$ cat config.mk
export PLATFORM = sky130hd
export DESIGN_NAME = gstm_top
export DESIGN_NICKNAME = d
export VERILOG_FILES = /design/src/include/gstm_pkg.sv /design/src/core/gstm_top.sv
export VERILOG_INCLUDE_DIRS = /design/src /design/src/include
export SDC_FILE = /design/constraint.sdc
export NUM_CORES = 2
export LEC_CHECK = 0
export BUFFER_PORTS_ARGS = -buffer_cell sky130_fd_sc_hd__buf_2
export CELL_PAD_IN_SITES_DETAIL_PLACEMENT = 1
export CELL_PAD_IN_SITES_GLOBAL_PLACEMENT = 2
export CORE_ASPECT_RATIO = 0.75
export CORE_MARGIN = 4
export CORE_UTILIZATION = 45
export CTS_CLUSTER_SIZE = 10
export DETAILED_ROUTE_END_ITERATION = 7
export PLACE_DENSITY = 0.86
export SYNTH_ARGS = -nofsm -noshare
export SYNTH_HDL_FRONTEND = slang
export SYNTH_SLANG_ARGS = --single-unit
$ cat constraint.sdc
create_clock -name clk_in -period 34.8 [get_ports clk_in]
set_clock_uncertainty 0.05 [all_clocks]
set_input_delay 1.74 -clock clk_in [delete_from_list [all_inputs] [get_ports clk_in]]
set_output_delay 1.74 -clock clk_in [all_outputs]
set_load 0.02 [all_outputs]
$ cat src/include/gstm_params.svh
// Constants of the gas sensor threshold monitor
`ifndef GSTM_PARAMS_SVH
`define GSTM_PARAMS_SVH
`define GS_CLK_HZ 25000000
`define GS_WARMUP_MIN 5
`define GS_WARM_SEC (`GS_WARMUP_MIN * 60)
`define GS_CAL_HOURS 24
`define GS_CAL_SEC (`GS_CAL_HOURS * 3600)
`define GS_POLL_US 1000
`define GS_POLL_CYC ((`GS_POLL_US * (`GS_CLK_HZ / 1000000)))
`define GS_MISS_MAX 3
`define GS_SPAN_MAX 16'h07D0
`define GS_P0_RECIP 1656
`define GS_P0_SHIFT 24
`define GS_ALT_STEP 100
`define GS_NCH 6
`define GS_ADDR_CTRL 8'h00
`define GS_ADDR_ALT 8'h04
`define GS_ADDR_STAT 8'h08
`define GS_ADDR_IRQ_ST 8'h0C
`define GS_ADDR_IRQ_MSK 8'h10
`define GS_ADDR_VALUE 8'h14
`define GS_ADDR_LOAD 8'h18
`define GS_PAGE_LIM 3'h1
`define GS_PAGE_HYST 3'h2
`define GS_CTRL_RST 16'h0024
`define GS_ALT_RST 16'h0000
`define GS_LIM0_RST 16'h0190
`define GS_LIM1_RST 16'h0320
`define GS_LIM2_RST 16'h04B0
`define GS_LIM3_RST 16'h0640
`define GS_LIM4_RST 16'h0046
`define GS_LIM5_RST 16'h001E
`define GS_HYST_CO2_RST 16'h0032
`define GS_HYST_HUM_RST 16'h0005
`define GS_IRQ_FAULT 0
`define GS_IRQ_THR 1
`define GS_IRQ_WARM 2
`endif

$ cat src/include/gstm_pkg.sv
// Types of the gas sensor threshold monitor
package gstm_pkg;
  typedef enum logic [1:0] {
    GS_START,
    GS_RUN,
    GS_FAULT
  } gstm_mod_t;
endpackage

$ cat src/core/gstm_top.sv
// Gas sensor readout: fault supervision, compensation and threshold channels
// Functional notes
// - Treat module as warming up five minutes
// - Self-calibration only after 24h unbroken power
// - Concentration span is 0 to 2000 ppm
// - Compensate reading for pressure via site altitude
// - Altitude in whole metres above sea level
// - Pressure offset from 100 m step table
// - Poll sensor; persistent loss sets fault ON
// - Faulty module disabled, value output zero
// - Device reset restarts module, fault re-evaluated
// - Four CO2 and two humidity channels, configurable
// - Configured limit loaded at init and download
// - External value replaces limit until replaced
// - Teach copies current measured value into limit
// - Per channel hysteresis and direction response
// - Release waits for hysteresis past the limit
// - CO2 limits default 400/800/1200/1600 ppm
// - Teach acts only on received value one
//
// Added by the designer: the plain strobed port and the placing of the registers.
`timescale 1ns/1ps
`default_nettype none
`include "gstm_params.svh"

module gstm_chan (
  // Clock and reset
  input wire logic clk_in,
  input wire logic nrst_in,
  // Control
  input wire logic load_in,
  input wire logic act_in,
  input wire logic dir_in,
  input wire logic [15:0] cfg_lim_in,
  input wire logic [15:0] hyst_in,
  // Sources
  input wire logic ext_stb_in,
  input wire logic [15:0] ext_val_in,
  input wire logic teach_stb_in,
  input wire logic [15:0] meas_in,
  input wire logic eval_in,
  // Results
  output logic [15:0] lim_out,
  output logic state_out
);
  logic [15:0] lim_ff;
  logic state_ff;
  logic [15:0] nxt_lim;
  logic nxt_state;
  wire [16:0] meas_hi = {1'b0, meas_in} + {1'b0, hyst_in};
  wire [16:0] lim_hi = {1'b0, lim_ff} + {1'b0, hyst_in};
  // Dir 0: on above limit, off below limit-hyst; dir 1 mirrored
  wire set_c = dir_in ? (meas_in < lim_ff) : (meas_in > lim_ff);
  wire clr_c = dir_in ? ({1'b0, meas_in} > lim_hi) : (meas_hi < {1'b0, lim_ff});

  // Download wins over any runtime replacement in the same cycle
  assign nxt_lim = load_in ? cfg_lim_in :
                   ext_stb_in ? ext_val_in :
                   teach_stb_in ? meas_in : lim_ff;
  assign nxt_state = (load_in || !act_in) ? 1'b0 :
                     (eval_in && set_c) ? 1'b1 :
                     (eval_in && clr_c) ? 1'b0 : state_ff;

  always_ff @(posedge clk_in or negedge nrst_in) begin
    if (!nrst_in) begin
      lim_ff <= 16'h0000;
      state_ff <= 1'b0;
    end else begin
      lim_ff <= nxt_lim;
      state_ff <= nxt_state;
    end
  end

  assign lim_out = lim_ff;
  assign state_out = state_ff;
endmodule // gstm_chan

module gstm_top #(
  parameter int unsigned SEC_CYC = `GS_CLK_HZ,
  parameter int unsigned CAL_SEC = `GS_CAL_SEC,
  parameter int unsigned POLL_CYC = `GS_POLL_CYC
) (
  // Clock and reset
  input wire logic clk_in,
  input wire logic nrst_in,
  // Register port
  input wire logic [7:0] addr_in,
  input wire logic [15:0] wdata_in,
  input wire logic wr_in,
  input wire logic rd_in,
  output logic [15:0] rdata_out,
  // Power and device reset
  input wire logic bus_pwr_in,
  // Sensor module
  input wire logic [15:0] co2_raw_in,
  input wire logic co2_vld_in,
  input wire logic sns_ack_in,
  input wire logic [15:0] hum_in,
  input wire logic hum_vld_in,
  output logic poll_out,
  output logic mod_en_out,
  output logic cal_en_out,
  output logic warm_done_out,
  // Limit sources from the bus
  input wire logic ext_stb_in,
  input wire logic [2:0] ext_ch_in,
  input wire logic [15:0] ext_val_in,
  input wire logic teach_stb_in,
  input wire logic [2:0] teach_ch_in,
  input wire logic teach_bit_in,
  // Results
  output logic [15:0] co2_val_out,
  output logic fault_out,
  output logic fault_tx_out,
  output logic [5:0] thr_out,
  output logic irq_out
);
  localparam int NCH = `GS_NCH;

  gstm_pkg::gstm_mod_t mod_ff, nxt_mod;
  logic [15:0] ctrl_ff, alt_ff, value_ff;
  logic [15:0] cfg_lim_ff [NCH];
  logic [15:0] hyst_ff [NCH];
  logic [2:0] irq_st_ff, irq_msk_ff;
  logic [15:0] rdata_ff;
  logic pwr_d_ff, fault_ff, fault_tx_ff, poll_ff, irq_ff, mod_en_ff;
  logic [24:0] sec_cnt_ff;
  logic [8:0] warm_sec_ff;
  logic [16:0] up_sec_ff;
  logic [15:0] poll_cnt_ff;
  logic [1:0] miss_ff;
  logic ack_seen_ff, warm_ff, cal_ff;
  logic [5:0] thr_q;
  logic [15:0] lim_q [NCH];
  logic [4:0] alt_idx;

  // Device reset: configuration download or bus power return
  wire wr_load = wr_in && (addr_in == `GS_ADDR_LOAD) && wdata_in[0];
  wire pwr_rise = bus_pwr_in && !pwr_d_ff;
  wire dev_rst = wr_load || pwr_rise;
  wire sec_tick = (sec_cnt_ff == 25'(SEC_CYC - 1));
  wire poll_tick = (poll_cnt_ff == 16'(POLL_CYC - 1));

  // Altitude step index, 1 m resolution held in alt_ff
  always_comb begin
    alt_idx = 5'h00;
    for (int i = 1; i <= 20; i++) begin
      if (alt_ff >= 16'(i * `GS_ALT_STEP)) begin
        alt_idx = 5'(i);
      end
    end
  end

  // Pressure offset in 0.1 hPa per 100 m step
  function automatic logic [11:0] dp_of(input logic [4:0] idx);
    case (idx)
      5'h01: dp_of = 12'h078;
      5'h02: dp_of = 12'h0EE;
      5'h03: dp_of = 12'h163;
      5'h04: dp_of = 12'h1D8;
      5'h05: dp_of = 12'h24B;
      5'h06: dp_of = 12'h2BD;
      5'h07: dp_of = 12'h32D;
      5'h08: dp_of = 12'h39D;
      5'h09: dp_of = 12'h40C;
      5'h0A: dp_of = 12'h479;
      5'h0B: dp_of = 12'h4E6;
      5'h0C: dp_of = 12'h551;
      5'h0D: dp_of = 12'h5BC;
      5'h0E: dp_of = 12'h625;
      5'h0F: dp_of = 12'h68D;
      5'h10: dp_of = 12'h6F5;
      5'h11: dp_of = 12'h75B;
      5'h12: dp_of = 12'h7C0;
      5'h13: dp_of = 12'h824;
      5'h14: dp_of = 12'h888;
      default: dp_of = 12'h000;
    endcase
  endfunction

  // Lower pressure at altitude deflates the raw reading, so scale it up
  wire [11:0] dp = dp_of(alt_idx);
  wire [38:0] corr_prod = 39'(co2_raw_in) * 39'(dp) * 39'(`GS_P0_RECIP);
  wire [16:0] corr_sum = {1'b0, co2_raw_in} + 17'(corr_prod >> `GS_P0_SHIFT);
  wire [15:0] co2_sat = (corr_sum > 17'(`GS_SPAN_MAX)) ? `GS_SPAN_MAX : corr_sum[15:0];
  wire running = (mod_ff == gstm_pkg::GS_RUN);
  wire co2_eval = co2_vld_in && running && warm_ff;
  wire [15:0] nxt_value = !running ? 16'h0000 :
                          co2_vld_in ? co2_sat : value_ff;

  // Module supervision: any ack proves life, repeated silent polls mean fault
  always_comb begin
    nxt_mod = mod_ff;
    case (mod_ff)
      gstm_pkg::GS_START: begin
        if (poll_tick && ack_seen_ff) begin
          nxt_mod = gstm_pkg::GS_RUN;
        end else if (poll_tick && miss_ff == 2'(`GS_MISS_MAX - 1)) begin
          nxt_mod = gstm_pkg::GS_FAULT;
        end
      end
      gstm_pkg::GS_RUN: begin
        if (poll_tick && !ack_seen_ff && miss_ff == 2'(`GS_MISS_MAX - 1)) begin
          nxt_mod = gstm_pkg::GS_FAULT;
        end
      end
      gstm_pkg::GS_FAULT: nxt_mod = gstm_pkg::GS_FAULT;
      default: nxt_mod = gstm_pkg::GS_START;
    endcase
    if (dev_rst) begin
      nxt_mod = gstm_pkg::GS_START;
    end
  end

  wire enter_run = (mod_ff != gstm_pkg::GS_RUN) && (nxt_mod == gstm_pkg::GS_RUN);
  wire enter_flt = (mod_ff != gstm_pkg::GS_FAULT) && (nxt_mod == gstm_pkg::GS_FAULT);

  always_ff @(posedge clk_in or negedge nrst_in) begin
    if (!nrst_in) begin
      mod_ff <= gstm_pkg::GS_START;
      fault_ff <= 1'b0;
      fault_tx_ff <= 1'b0;
      value_ff <= 16'h0000;
      pwr_d_ff <= 1'b0;
      mod_en_ff <= 1'b1;
    end else begin
      mod_ff <= nxt_mod;
      fault_ff <= enter_flt ? 1'b1 : (enter_run ? 1'b0 : fault_ff);
      fault_tx_ff <= enter_flt || enter_run;
      value_ff <= nxt_value;
      pwr_d_ff <= bus_pwr_in;
      mod_en_ff <= (nxt_mod != gstm_pkg::GS_FAULT);
    end
  end

  // Polling period and missed-answer count
  always_ff @(posedge clk_in or negedge nrst_in) begin
    if (!nrst_in) begin
      poll_cnt_ff <= 16'h0000;
      poll_ff <= 1'b0;
      miss_ff <= 2'h0;
      ack_seen_ff <= 1'b0;
    end else begin
      poll_cnt_ff <= (poll_tick || dev_rst) ? 16'h0000 : poll_cnt_ff + 16'h0001;
      poll_ff <= poll_tick && (mod_ff != gstm_pkg::GS_FAULT);
      if (dev_rst) begin
        miss_ff <= 2'h0;
        ack_seen_ff <= 1'b0;
      end else if (poll_tick) begin
        miss_ff <= ack_seen_ff ? 2'h0 : miss_ff + 2'h1;
        ack_seen_ff <= sns_ack_in;
      end else if (sns_ack_in) begin
        ack_seen_ff <= 1'b1;
      end
    end
  end

  // Seconds base for warm-up and uptime; power loss restarts both
  always_ff @(posedge clk_in or negedge nrst_in) begin
    if (!nrst_in) begin
      sec_cnt_ff <= 25'h0000000;
      warm_sec_ff <= 9'h000;
      up_sec_ff <= 17'h00000;
      warm_ff <= 1'b0;
      cal_ff <= 1'b0;
    end else begin
      sec_cnt_ff <= (sec_tick || !bus_pwr_in) ? 25'h0000000 : sec_cnt_ff + 25'h0000001;
      if (!bus_pwr_in || dev_rst) begin
        warm_sec_ff <= 9'h000;
        warm_ff <= 1'b0;
      end else if (sec_tick && !warm_ff) begin
        warm_sec_ff <= warm_sec_ff + 9'h001;
        warm_ff <= (warm_sec_ff == 9'(`GS_WARM_SEC - 1));
      end
      if (!bus_pwr_in) begin
        up_sec_ff <= 17'h00000;
      end else if (sec_tick && up_sec_ff != 17'(CAL_SEC)) begin
        up_sec_ff <= up_sec_ff + 17'h00001;
      end
      cal_ff <= bus_pwr_in && running && (up_sec_ff == 17'(CAL_SEC));
    end
  end

  // Register writes
  wire [2:0] page = addr_in[7:5];
  wire [2:0] idx = addr_in[4:2];
  wire idx_ok = (idx < 3'(NCH));
  wire wr_ctrl = wr_in && (addr_in == `GS_ADDR_CTRL);
  wire wr_alt = wr_in && (addr_in == `GS_ADDR_ALT);
  wire wr_irqs = wr_in && (addr_in == `GS_ADDR_IRQ_ST);
  wire wr_msk = wr_in && (addr_in == `GS_ADDR_IRQ_MSK);
  wire [2:0] n_co2 = (ctrl_ff[2:0] > 3'h4) ? 3'h4 : ctrl_ff[2:0];
  wire [1:0] n_hum = (ctrl_ff[5:4] > 2'h2) ? 2'h2 : ctrl_ff[5:4];
  localparam logic [15:0] RST_LIM [NCH] = '{`GS_LIM0_RST, `GS_LIM1_RST, `GS_LIM2_RST,
                                            `GS_LIM3_RST, `GS_LIM4_RST, `GS_LIM5_RST};

  always_ff @(posedge clk_in or negedge nrst_in) begin
    if (!nrst_in) begin
      ctrl_ff <= `GS_CTRL_RST;
      alt_ff <= `GS_ALT_RST;
      irq_msk_ff <= 3'h0;
      for (int i = 0; i < NCH; i++) begin
        cfg_lim_ff[i] <= RST_LIM[i];
        hyst_ff[i] <= (i < 4) ? `GS_HYST_CO2_RST : `GS_HYST_HUM_RST;
      end
    end else begin
      if (wr_ctrl) ctrl_ff <= wdata_in;
      if (wr_alt) alt_ff <= wdata_in;
      if (wr_msk) irq_msk_ff <= wdata_in[2:0];
      for (int i = 0; i < NCH; i++) begin
        if (wr_in && idx_ok && idx == 3'(i) && page == `GS_PAGE_LIM) cfg_lim_ff[i] <= wdata_in;
        if (wr_in && idx_ok && idx == 3'(i) && page == `GS_PAGE_HYST) hyst_ff[i] <= wdata_in;
      end
    end
  end

  // Threshold channels: 0..3 follow CO2, 4..5 follow humidity
  for (genvar g = 0; g < NCH; g++) begin : g_ch
    wire is_co2 = (g < 4);
    wire act = is_co2 ? (3'(g) < n_co2) : (2'(g - 4) < n_hum);
    gstm_chan u_ch (
      .clk_in(clk_in),
      .nrst_in(nrst_in),
      .load_in(dev_rst),
      .act_in(act),
      .dir_in(ctrl_ff[8 + g]),
      .cfg_lim_in(cfg_lim_ff[g]),
      .hyst_in(hyst_ff[g]),
      .ext_stb_in(ext_stb_in && ext_ch_in == 3'(g)),
      .ext_val_in(ext_val_in),
      .teach_stb_in(teach_stb_in && teach_bit_in && teach_ch_in == 3'(g)),
      .meas_in(is_co2 ? value_ff : hum_in),
      .eval_in(is_co2 ? co2_eval : hum_vld_in),
      .lim_out(lim_q[g]),
      .state_out(thr_q[g])
    );
  end

  // Sticky events; a new event beats a same-cycle clear
  wire [2:0] ev = {warm_ff && !warm_done_out, |(thr_q ^ thr_out), enter_flt || enter_run};
  wire [2:0] nxt_irq_st = (irq_st_ff & ~(wr_irqs ? wdata_in[2:0] : 3'h0)) | ev;

  // Read mux, data valid the cycle after the strobe
  wire [15:0] stat = {6'h00, thr_q, running, cal_ff, warm_ff, fault_ff};
  wire [15:0] rd_mux = (addr_in == `GS_ADDR_CTRL) ? ctrl_ff :
                       (addr_in == `GS_ADDR_ALT) ? alt_ff :
                       (addr_in == `GS_ADDR_STAT) ? stat :
                       (addr_in == `GS_ADDR_IRQ_ST) ? {13'h0000, irq_st_ff} :
                       (addr_in == `GS_ADDR_IRQ_MSK) ? {13'h0000, irq_msk_ff} :
                       (addr_in == `GS_ADDR_VALUE) ? value_ff :
                       (idx_ok && page == `GS_PAGE_LIM) ? lim_q[idx] :
                       (idx_ok && page == `GS_PAGE_HYST) ? hyst_ff[idx] : 16'h0000;

  always_ff @(posedge clk_in or negedge nrst_in) begin
    if (!nrst_in) begin
      irq_st_ff <= 3'h0;
      irq_ff <= 1'b0;
      rdata_ff <= 16'h0000;
      thr_out <= 6'h00;
      warm_done_out <= 1'b0;
    end else begin
      irq_st_ff <= nxt_irq_st;
      irq_ff <= |(nxt_irq_st & irq_msk_ff);
      rdata_ff <= rd_in ? rd_mux : 16'h0000;
      thr_out <= thr_q;
      warm_done_out <= warm_ff;
    end
  end

  assign rdata_out = rdata_ff;
  assign irq_out = irq_ff;
  assign co2_val_out = value_ff;
  assign fault_out = fault_ff;
  assign fault_tx_out = fault_tx_ff;
  assign poll_out = poll_ff;
  assign mod_en_out = mod_en_ff;
  assign cal_en_out = cal_ff;
endmodule // gstm_top
`default_nettype wire

Word-level counts from Yosys, hierarchy flattened
Memory sizes are Yosys's and may differ from the RTL's.
Cells that the tools add are included.
Word-level totals
  memories: 1
  bits in read-only memories: 384
  latch bits: 0
  register bits: 451
  RAM bits: 0
Memory list
  (no name shown): depth 32, width 12, read ports 1, clocked after Yosys merged registers in 0, write ports 0, RTL line gstm_top.sv:156  | case (idx)
Cells by class
  reductions and logical operators: 112
  bitwise gates (word level): 6
  eq/ne operators: 38
  multipliers: 2
  $add $sub $neg: 18
  muxes and demuxes: 110
  divide/modulo/power cells: 0
  shift-type cells: 0
  magnitude comparators: 55
Operators by type and width (number)
  two-way mux 16 bit: 35
  adder 16 x 16 -> 17 bit: 12
  >= comparator 16 x 11 -> 1 bit, second input constant: 10
  > comparator 16 x 17 -> 1 bit: 6
  less-than comparator 17 x 16 -> 1 bit: 6
  binary-select mux 16 bit (select 3 bit): 2
  > comparator 16 bit: 6
  less-than comparator 16 bit: 6
  >= comparator 16 x 10 -> 1 bit, second input constant: 5
  logical AND 1 bit: 67
  >= comparator 16 x 9 -> 1 bit, second input constant: 3
  nonzero test 3 bit: 13
  two-way mux 1 bit: 38
  multiplier 28 x 8 -> 36 bit, second input constant: 1
  two-way mux 17 bit: 2
  two-way mux 4 bit: 8
  multiplier 16 x 12 -> 28 bit: 1
  adder 25 x 1 -> 25 bit, second input constant: 1
  == test 25 bit, second input constant: 1
  two-way mux 25 bit: 1
  two-way mux 5 bit: 5
  == test 8 x 5 -> 1 bit, second input constant: 3
  == test 3 x 2 -> 1 bit, second input constant: 7
  two-way mux 2 bit: 10
  other kinds (43): 92

Longest topological paths before layout
An unclocked memory read counts as a cell.
  depth after elaboration: 29
  mapped depth: 64

Hierarchy
A second synthesis with hierarchy kept.
Unflattened totals
  cell total of the unflattened synthesis: 5460
  area total of the unflattened synthesis: 49226.0 µm²
Modules (own cells, without submodules)
  gstm_top: seq. area each 8782.2 µm², cells each 2877, area an instance 28756.3 µm², times used 1
  gstm_chan at g_ch[0].u_ch ...: seq. area each 425.4 µm², cells each 426, area an instance 3380.7 µm², times used 3
  gstm_chan at g_ch[2].u_ch ...: seq. area each 425.4 µm², cells each 435, area an instance 3430.8 µm², times used 2
  gstm_chan at g_ch[1].u_ch: seq. area each 425.4 µm², cells each 435, area an instance 3465.8 µm², times used 1

Least setup slack after synthesis
No wires, ideal clock.
  path type: flip-flop to flip-flop
  start: reg alt_ff[5]
  end: reg value_ff[6] (netlist: co2_val_out[6])
  buffers on the path: 2
  setup time: 0.123 ns
  arrival: 13.414 ns
  path slack: 21.213 ns
  cell stages (with the launch flop): 61
  data required time: 34.627 ns
  cells stage by stage: dfrtp_1 buf_6 a21o_1 a211o_1 a221oi_1 a211oi_1 o22ai_2 a21o_1 nand2_1 ha_1 inv_1 o21a_1 a21oi_1 o221ai_1 buf_2 nand2_1 fa_1 inv_1 (+25 left out) and3_1 and3_1 nand2_1 a2111oi_0 o311ai_0 nand2_1 a21o_1 a21oi_1 xnor2_1 ha_1 and4_1 nand2_1 a211oi_1 nor2_1 o21ai_0 mux2i_1 o31ai_2 o221a_2
Between the ends
  cells in the longest elaborated chain, start to end: 29
  elaborated cells between the ends (all ways): 48
  classes of those cells: add/sub: 1; mul: 2; order compare: 21; mux: 23; memory: 1
Ends and longest elaborated chain
  start, declared: RTL line gstm_top.sv:121  | logic [15:0] ctrl_ff, alt_ff, value_ff;
  start signal, assigned: RTL line gstm_top.sv:300  | alt_ff <= `GS_ALT_RST;
  start signal, assigned: RTL line gstm_top.sv:308  | if (wr_alt) alt_ff <= wdata_in;
  >= comparator 16 x 7 -> 1 bit: RTL line gstm_top.sv:148  | if (alt_ff >= 16'(i * `GS_ALT_STEP)) begin
  two-way mux 1 bit: RTL line gstm_top.sv:148
  two-way mux 2 bit (2 in series): RTL line gstm_top.sv:148
  two-way mux 3 bit (4 in series): RTL line gstm_top.sv:148
  two-way mux 4 bit (8 in series): RTL line gstm_top.sv:148
  two-way mux 5 bit (4 in series): RTL line gstm_top.sv:148
  two-way mux 5 bit *: RTL line gstm_top.sv:148
  memory (32 x 12 bit) *
  multiplier 16 x 12 -> 28 bit *: RTL line gstm_top.sv:183  | wire [38:0] corr_prod = 39'(co2_raw_in) * 39'(dp) * 39'(`GS_P0_RECIP);
  multiplier 28 x 8 -> 36 bit *: RTL line gstm_top.sv:183
  adder 16 x 15 -> 17 bit *: RTL line gstm_top.sv:184  | wire [16:0] corr_sum = {1'b0, co2_raw_in} + 17'(corr_prod >> `GS_P0_SHIFT);
  > comparator 17 x 11 -> 1 bit: RTL line gstm_top.sv:185  | wire [15:0] co2_sat = (corr_sum > 17'(`GS_SPAN_MAX)) ? `GS_SPAN_MAX : corr_sum[15:0];
  two-way mux 16 bit *: RTL line gstm_top.sv:185
  two-way mux 16 bit *: RTL line gstm_top.sv:189  | co2_vld_in ? co2_sat : value_ff;
  two-way mux 16 bit *: RTL line gstm_top.sv:188  | wire [15:0] nxt_value = !running ? 16'h0000 :
  end signal, assigned: RTL line gstm_top.sv:230  | value_ff <= nxt_value;
  end, declared: RTL line gstm_top.sv:121
Mark *: on every way between the ends. The rest lies on a longest branch, timed or not. The select of a mux whose other input is x is not followed.
A chain may end at the register's enable or synchronous reset.

Final worst setup path
  start: reg alt_ff[7]
  end: reg value_ff[7] (netlist: co2_val_out[7])
Same word-level chain as after synthesis.

==> results.txt <==
Setup-violating endpoint count in the final report: 0. In this run the critical register-to-register path is captured at co2_val_out[7]. In the final layout, the share of cells above drive strength 1 is 11.55%. Max-cap violations in this run came to 0. The logs give 0 for the number of max-slew violations in the final report and 0 ps for the total negative slack for setup checks. The tools report the number of global-route vias before repair as 42880.

The first routing iteration left 3364 violations. The number of antenna violations at the first check in global routing was 19. The critical path is of the flip-flop to flip-flop type. For the worst flop-to-flop path, the logic depth is 54.

The largest stage delay on the critical path is 980 ps. The flow ran to the end, and the final reports show no timing, DRC or antenna violations. In the final layout, the multi-input gates occupy 34510 sq um. In this run the clock root is driven by a sky130_fd_sc_hd__clkbuf_16. The tools report the aggregate global-route resource usage as 31.47%. STA puts the critical path data arrival time at 16730 ps. In the layout the commonest cells are sky130_fd_sc_hd__ha_1 (663), sky130_fd_sc_hd__inv_1 (537), sky130_fd_sc_hd__nand2_1 (513). For this run, the leading register cell type out of synthesis is sky130_fd_sc_hd__dfrtp_1.

In this run the worst path has a maximum fanout of 22. The slew at the pin with the worst max-slew slack came out at 1291 ps. Dividing the detail-routed via count by the number of cells gives 6.096. The die boundary height is 292.4 um, and the synthesized netlist cell count is 5365. In this run the count of I/O pins placed on the die edge is 134. TritonCTS built the clock tree. Counting flops and latches in the post-synthesis netlist gives 451. Counting every net in the synthesized netlist gives 6349. For the number of cells upsized or downsized after cts, the log shows 0. For this run, design rule violations remaining after detail routing come to 0. Number of buffers between clock root and the deepest sink: 3. Among all stages on the critical path, the largest delay is contributed by sky130_fd_sc_hd__a2111oi_0. For this run, the number of Yosys warnings is 0. Summed over all nets, the half-perimeter wirelength after detailed placement is 141.8 mm. In this run the worst hold path is classified as flip-flop to flip-flop. For this run the aggregate overflow at the end of global routing stands at 0. In this run, CTS created clock tree buffers numbering 53.

The total of buffers placed on input and output ports was 133. The H-tree was split into 2 levels. Counting the fill cells in the layout gives 12450.

The detailed-route wire length came out at 181.5 mm. The most frequent standard cell in the layout excluding fill and tap cells is sky130_fd_sc_hd__ha_1. End point of the critical path: co2_val_out[7]. The worst register-to-register path begins at alt_ff[7]. Summing over every cut layer, the via total after detailed routing is 42150.

The top achievable clock speed is 61.45 MHz, and the clock insertion delay at the later pin of the skew report is 670 ps. The floorplan has 104 rows. Entering global routing, the biggest net connects 160 pins. The floorplan step defined a core boundary enclosing 107200 sq um.

In this run the mean area of a mapped cell was 9.046 sq um. The final layout contains 6414 nets. The required time at the worst-slack endpoint was 35250 ps; the global-route wire length before repair was 274.6 mm. The worst path needs 16270 ps of the cycle, external delays included. The worst setup path is launched from a flip-flop. For this run, the register share of the synthesized area comes to 23.36%. The minimum setup slack among reg-to-reg paths came out at 18530 ps. For this run, asynchronously set or reset flops after synthesis account for 100.0%. The die is 387.2 um wide.

In this run, post-CTS hold repair placed 0 buffers. After clock tree synthesis, the setup repair step added 0 buffers. STA classifies the critical path endpoint as a flip-flop.

Compared with the post-synthesis result, the final layout area differs by 8.010%. Number of distinct standard cells referenced by the synthesized netlist: 102. The count of endpoints failing hold in the final timing report is 0. The count of nets left with antenna violations once routing finished came out at 0. The critical path launch point was alt_ff[7]. The routed length per instance is 26.25 um, and the floorplan die area is 113200 sq um. Setup repair after global routing left no endpoint under its margin.

The first detailed-routing pass ran for 5 iterations. The final weighted congestion in routability-driven placement was 0.9356. Headroom to the max-slew limit came out at 13.58%. Combined flip-flop and latch cell area: 11330 sq um. The synthesized design contains 0 enable-type register cells. The initial standard-cell utilization of the core is 45.26%, and the cell area after synthesis is 48530 sq um.

The run gives 451 as the count of clock tree sinks. Clock-pin slew was measured on the worst setup and hold paths at 60 ps. The final period utilization is 46.77%.
## stage by stage
step / instance area, sq um / hold WS (ps) / utilization [%] / setup slack [ps] / cells
6_report: 52420 / 397.8 / 48.89 / 18530 / 6914
3_3_place_gp: 50790 / 401.4 / 47.37 / 18990 / 6806
3_5_place_dp: 50790 / 405.6 / 47.37 / 18610 / 6806
4_1_cts: 52390 / 409.6 / 48.86 / 18510 / 6901
5_1_grt: 52400 / 440.1 / 48.87 / 17350 / 6906
2_1_floorplan: 48530 / 357.5 / - / 21210 / 5365
## worst max-delay path: cells and delay by family (launching register included)
kind            cells  cell delay (ps)
compound gates     17             5130
simple gates       12             2610
mux                 2              750
flops               1              630
buf+inv             8              550
xor+xnor            2              540
fa+ha+maj          13             5850
## per-layer routing
metal	vias to the layer above	GRT usage, %	share of wire (%)
met5	-	0	0.085
met2	1429	45.93	41
met3	221	10.26	10
li1	19050	-	-
met4	10	6.599	2.3
met1	21440	45.49	46
## registers in the layout, summed over array words and instances, names as in the netlist, 16 cells and up
signal	count
ctrl_ff	16
poll_cnt_ff	16
up_sec_ff	17
rdata_out	16
hyst_ff	96
cfg_lim_ff	96
co2_val_out	16
sec_cnt_ff	25
alt_ff	16
g_ch.u_ch.lim_out	96
## logic make-up after synthesis
family	Yosys count	synth area share, %
AOI/OAI and AO/OA	1228	16.11
xor gates and xnor gates	303	5.484
adders and majority gates	895	26.66
buffers and inverters	719	5.690
DFF	451	23.36
muxes	365	8.892
and+or+nand+nor	1404	13.81
## cells in the mapped netlist, types with 13 or more instances
library cell | count | area (sq um)
sky130_fd_sc_hd__dfrtp_1 | 412 | 10310
sky130_fd_sc_hd__nor3_1 | 81 | 405.4
sky130_fd_sc_hd__nor2_1 | 280 | 1051
sky130_fd_sc_hd__o21ai_0 | 330 | 1652
sky130_fd_sc_hd__xnor2_1 | 163 | 1428
sky130_fd_sc_hd__and3_1 | 48 | 300.3
sky130_fd_sc_hd__nor2b_1 | 67 | 419.2
sky130_fd_sc_hd__a21o_1 | 115 | 863.3
sky130_fd_sc_hd__o31ai_1 | 13 | 97.59
sky130_fd_sc_hd__a31oi_1 | 34 | 212.7
sky130_fd_sc_hd__mux2_2 | 229 | 2579
sky130_fd_sc_hd__a2111oi_0 | 17 | 148.9
sky130_fd_sc_hd__inv_1 | 537 | 2016
sky130_fd_sc_hd__nor4_1 | 19 | 118.9
sky130_fd_sc_hd__clkbuf_1 | 138 | 518.0
sky130_fd_sc_hd__buf_1 | 13 | 48.80
sky130_fd_sc_hd__o211ai_1 | 26 | 195.2
sky130_fd_sc_hd__o21a_1 | 61 | 457.9
sky130_fd_sc_hd__mux2i_1 | 106 | 1061
sky130_fd_sc_hd__nand2_1 | 513 | 1926
sky130_fd_sc_hd__mux4_2 | 30 | 675.7
sky130_fd_sc_hd__a211o_1 | 16 | 140.1
sky130_fd_sc_hd__and4_1 | 13 | 113.9
sky130_fd_sc_hd__a31o_2 | 15 | 131.4
sky130_fd_sc_hd__o22ai_1 | 39 | 244.0
sky130_fd_sc_hd__o2111ai_1 | 14 | 122.6
sky130_fd_sc_hd__a21oi_1 | 345 | 1727
sky130_fd_sc_hd__o21bai_1 | 27 | 202.7
sky130_fd_sc_hd__ha_1 | 663 | 8295
sky130_fd_sc_hd__nand3_1 | 107 | 535.5
sky130_fd_sc_hd__buf_2 | 23 | 115.1
sky130_fd_sc_hd__a211oi_1 | 23 | 172.7
sky130_fd_sc_hd__or2_2 | 19 | 118.9
sky130_fd_sc_hd__or3_1 | 30 | 187.7
sky130_fd_sc_hd__nand4_1 | 53 | 331.6
sky130_fd_sc_hd__a221oi_1 | 15 | 131.4
sky130_fd_sc_hd__xor2_1 | 139 | 1217
sky130_fd_sc_hd__fa_1 | 232 | 4644
sky130_fd_sc_hd__nand2b_1 | 35 | 219.0
sky130_fd_sc_hd__and2_1 | 98 | 613.1
sky130_fd_sc_hd__dfstp_2 | 39 | 1025
## worst min-delay path by stage
stage / startpoint / to / slack [ps] / depth (start not counted)
3_3_place_gp: poll_cnt_ff[0] / poll_cnt_ff[0] / 400 / 1
3_5_place_dp: poll_cnt_ff[0] / poll_cnt_ff[0] / 410 / 1
2_1_floorplan: g_ch[4].u_ch.state_out / thr_out[4] / 360 / 0
5_1_grt: cfg_lim_ff[82] / g_ch[0].u_ch.lim_out[2] / 440 / 2
6_report: cfg_lim_ff[82] / g_ch[0].u_ch.lim_out[2] / 400 / 2
4_1_cts: cfg_lim_ff[82] / g_ch[0].u_ch.lim_out[2] / 410 / 2
## area by class of cell
| cell class | count | share of cell area (%) |
|---|---|---|
| antenna | 13 | 0.06206 |
| clock buffer | 86 | 2.767 |
| clock inverter | 9 | 0.2841 |
| inverter | 539 | 3.860 |
| multi-input combinational | 4195 | 65.83 |
| sequential | 451 | 21.62 |
| tap | 1431 | 3.416 |
| timing repair buffer | 190 | 2.158 |
Power is left out: the tool's default activity adds up to more than one toggle a clock period on the data nets, which glitch-free logic cannot reach.
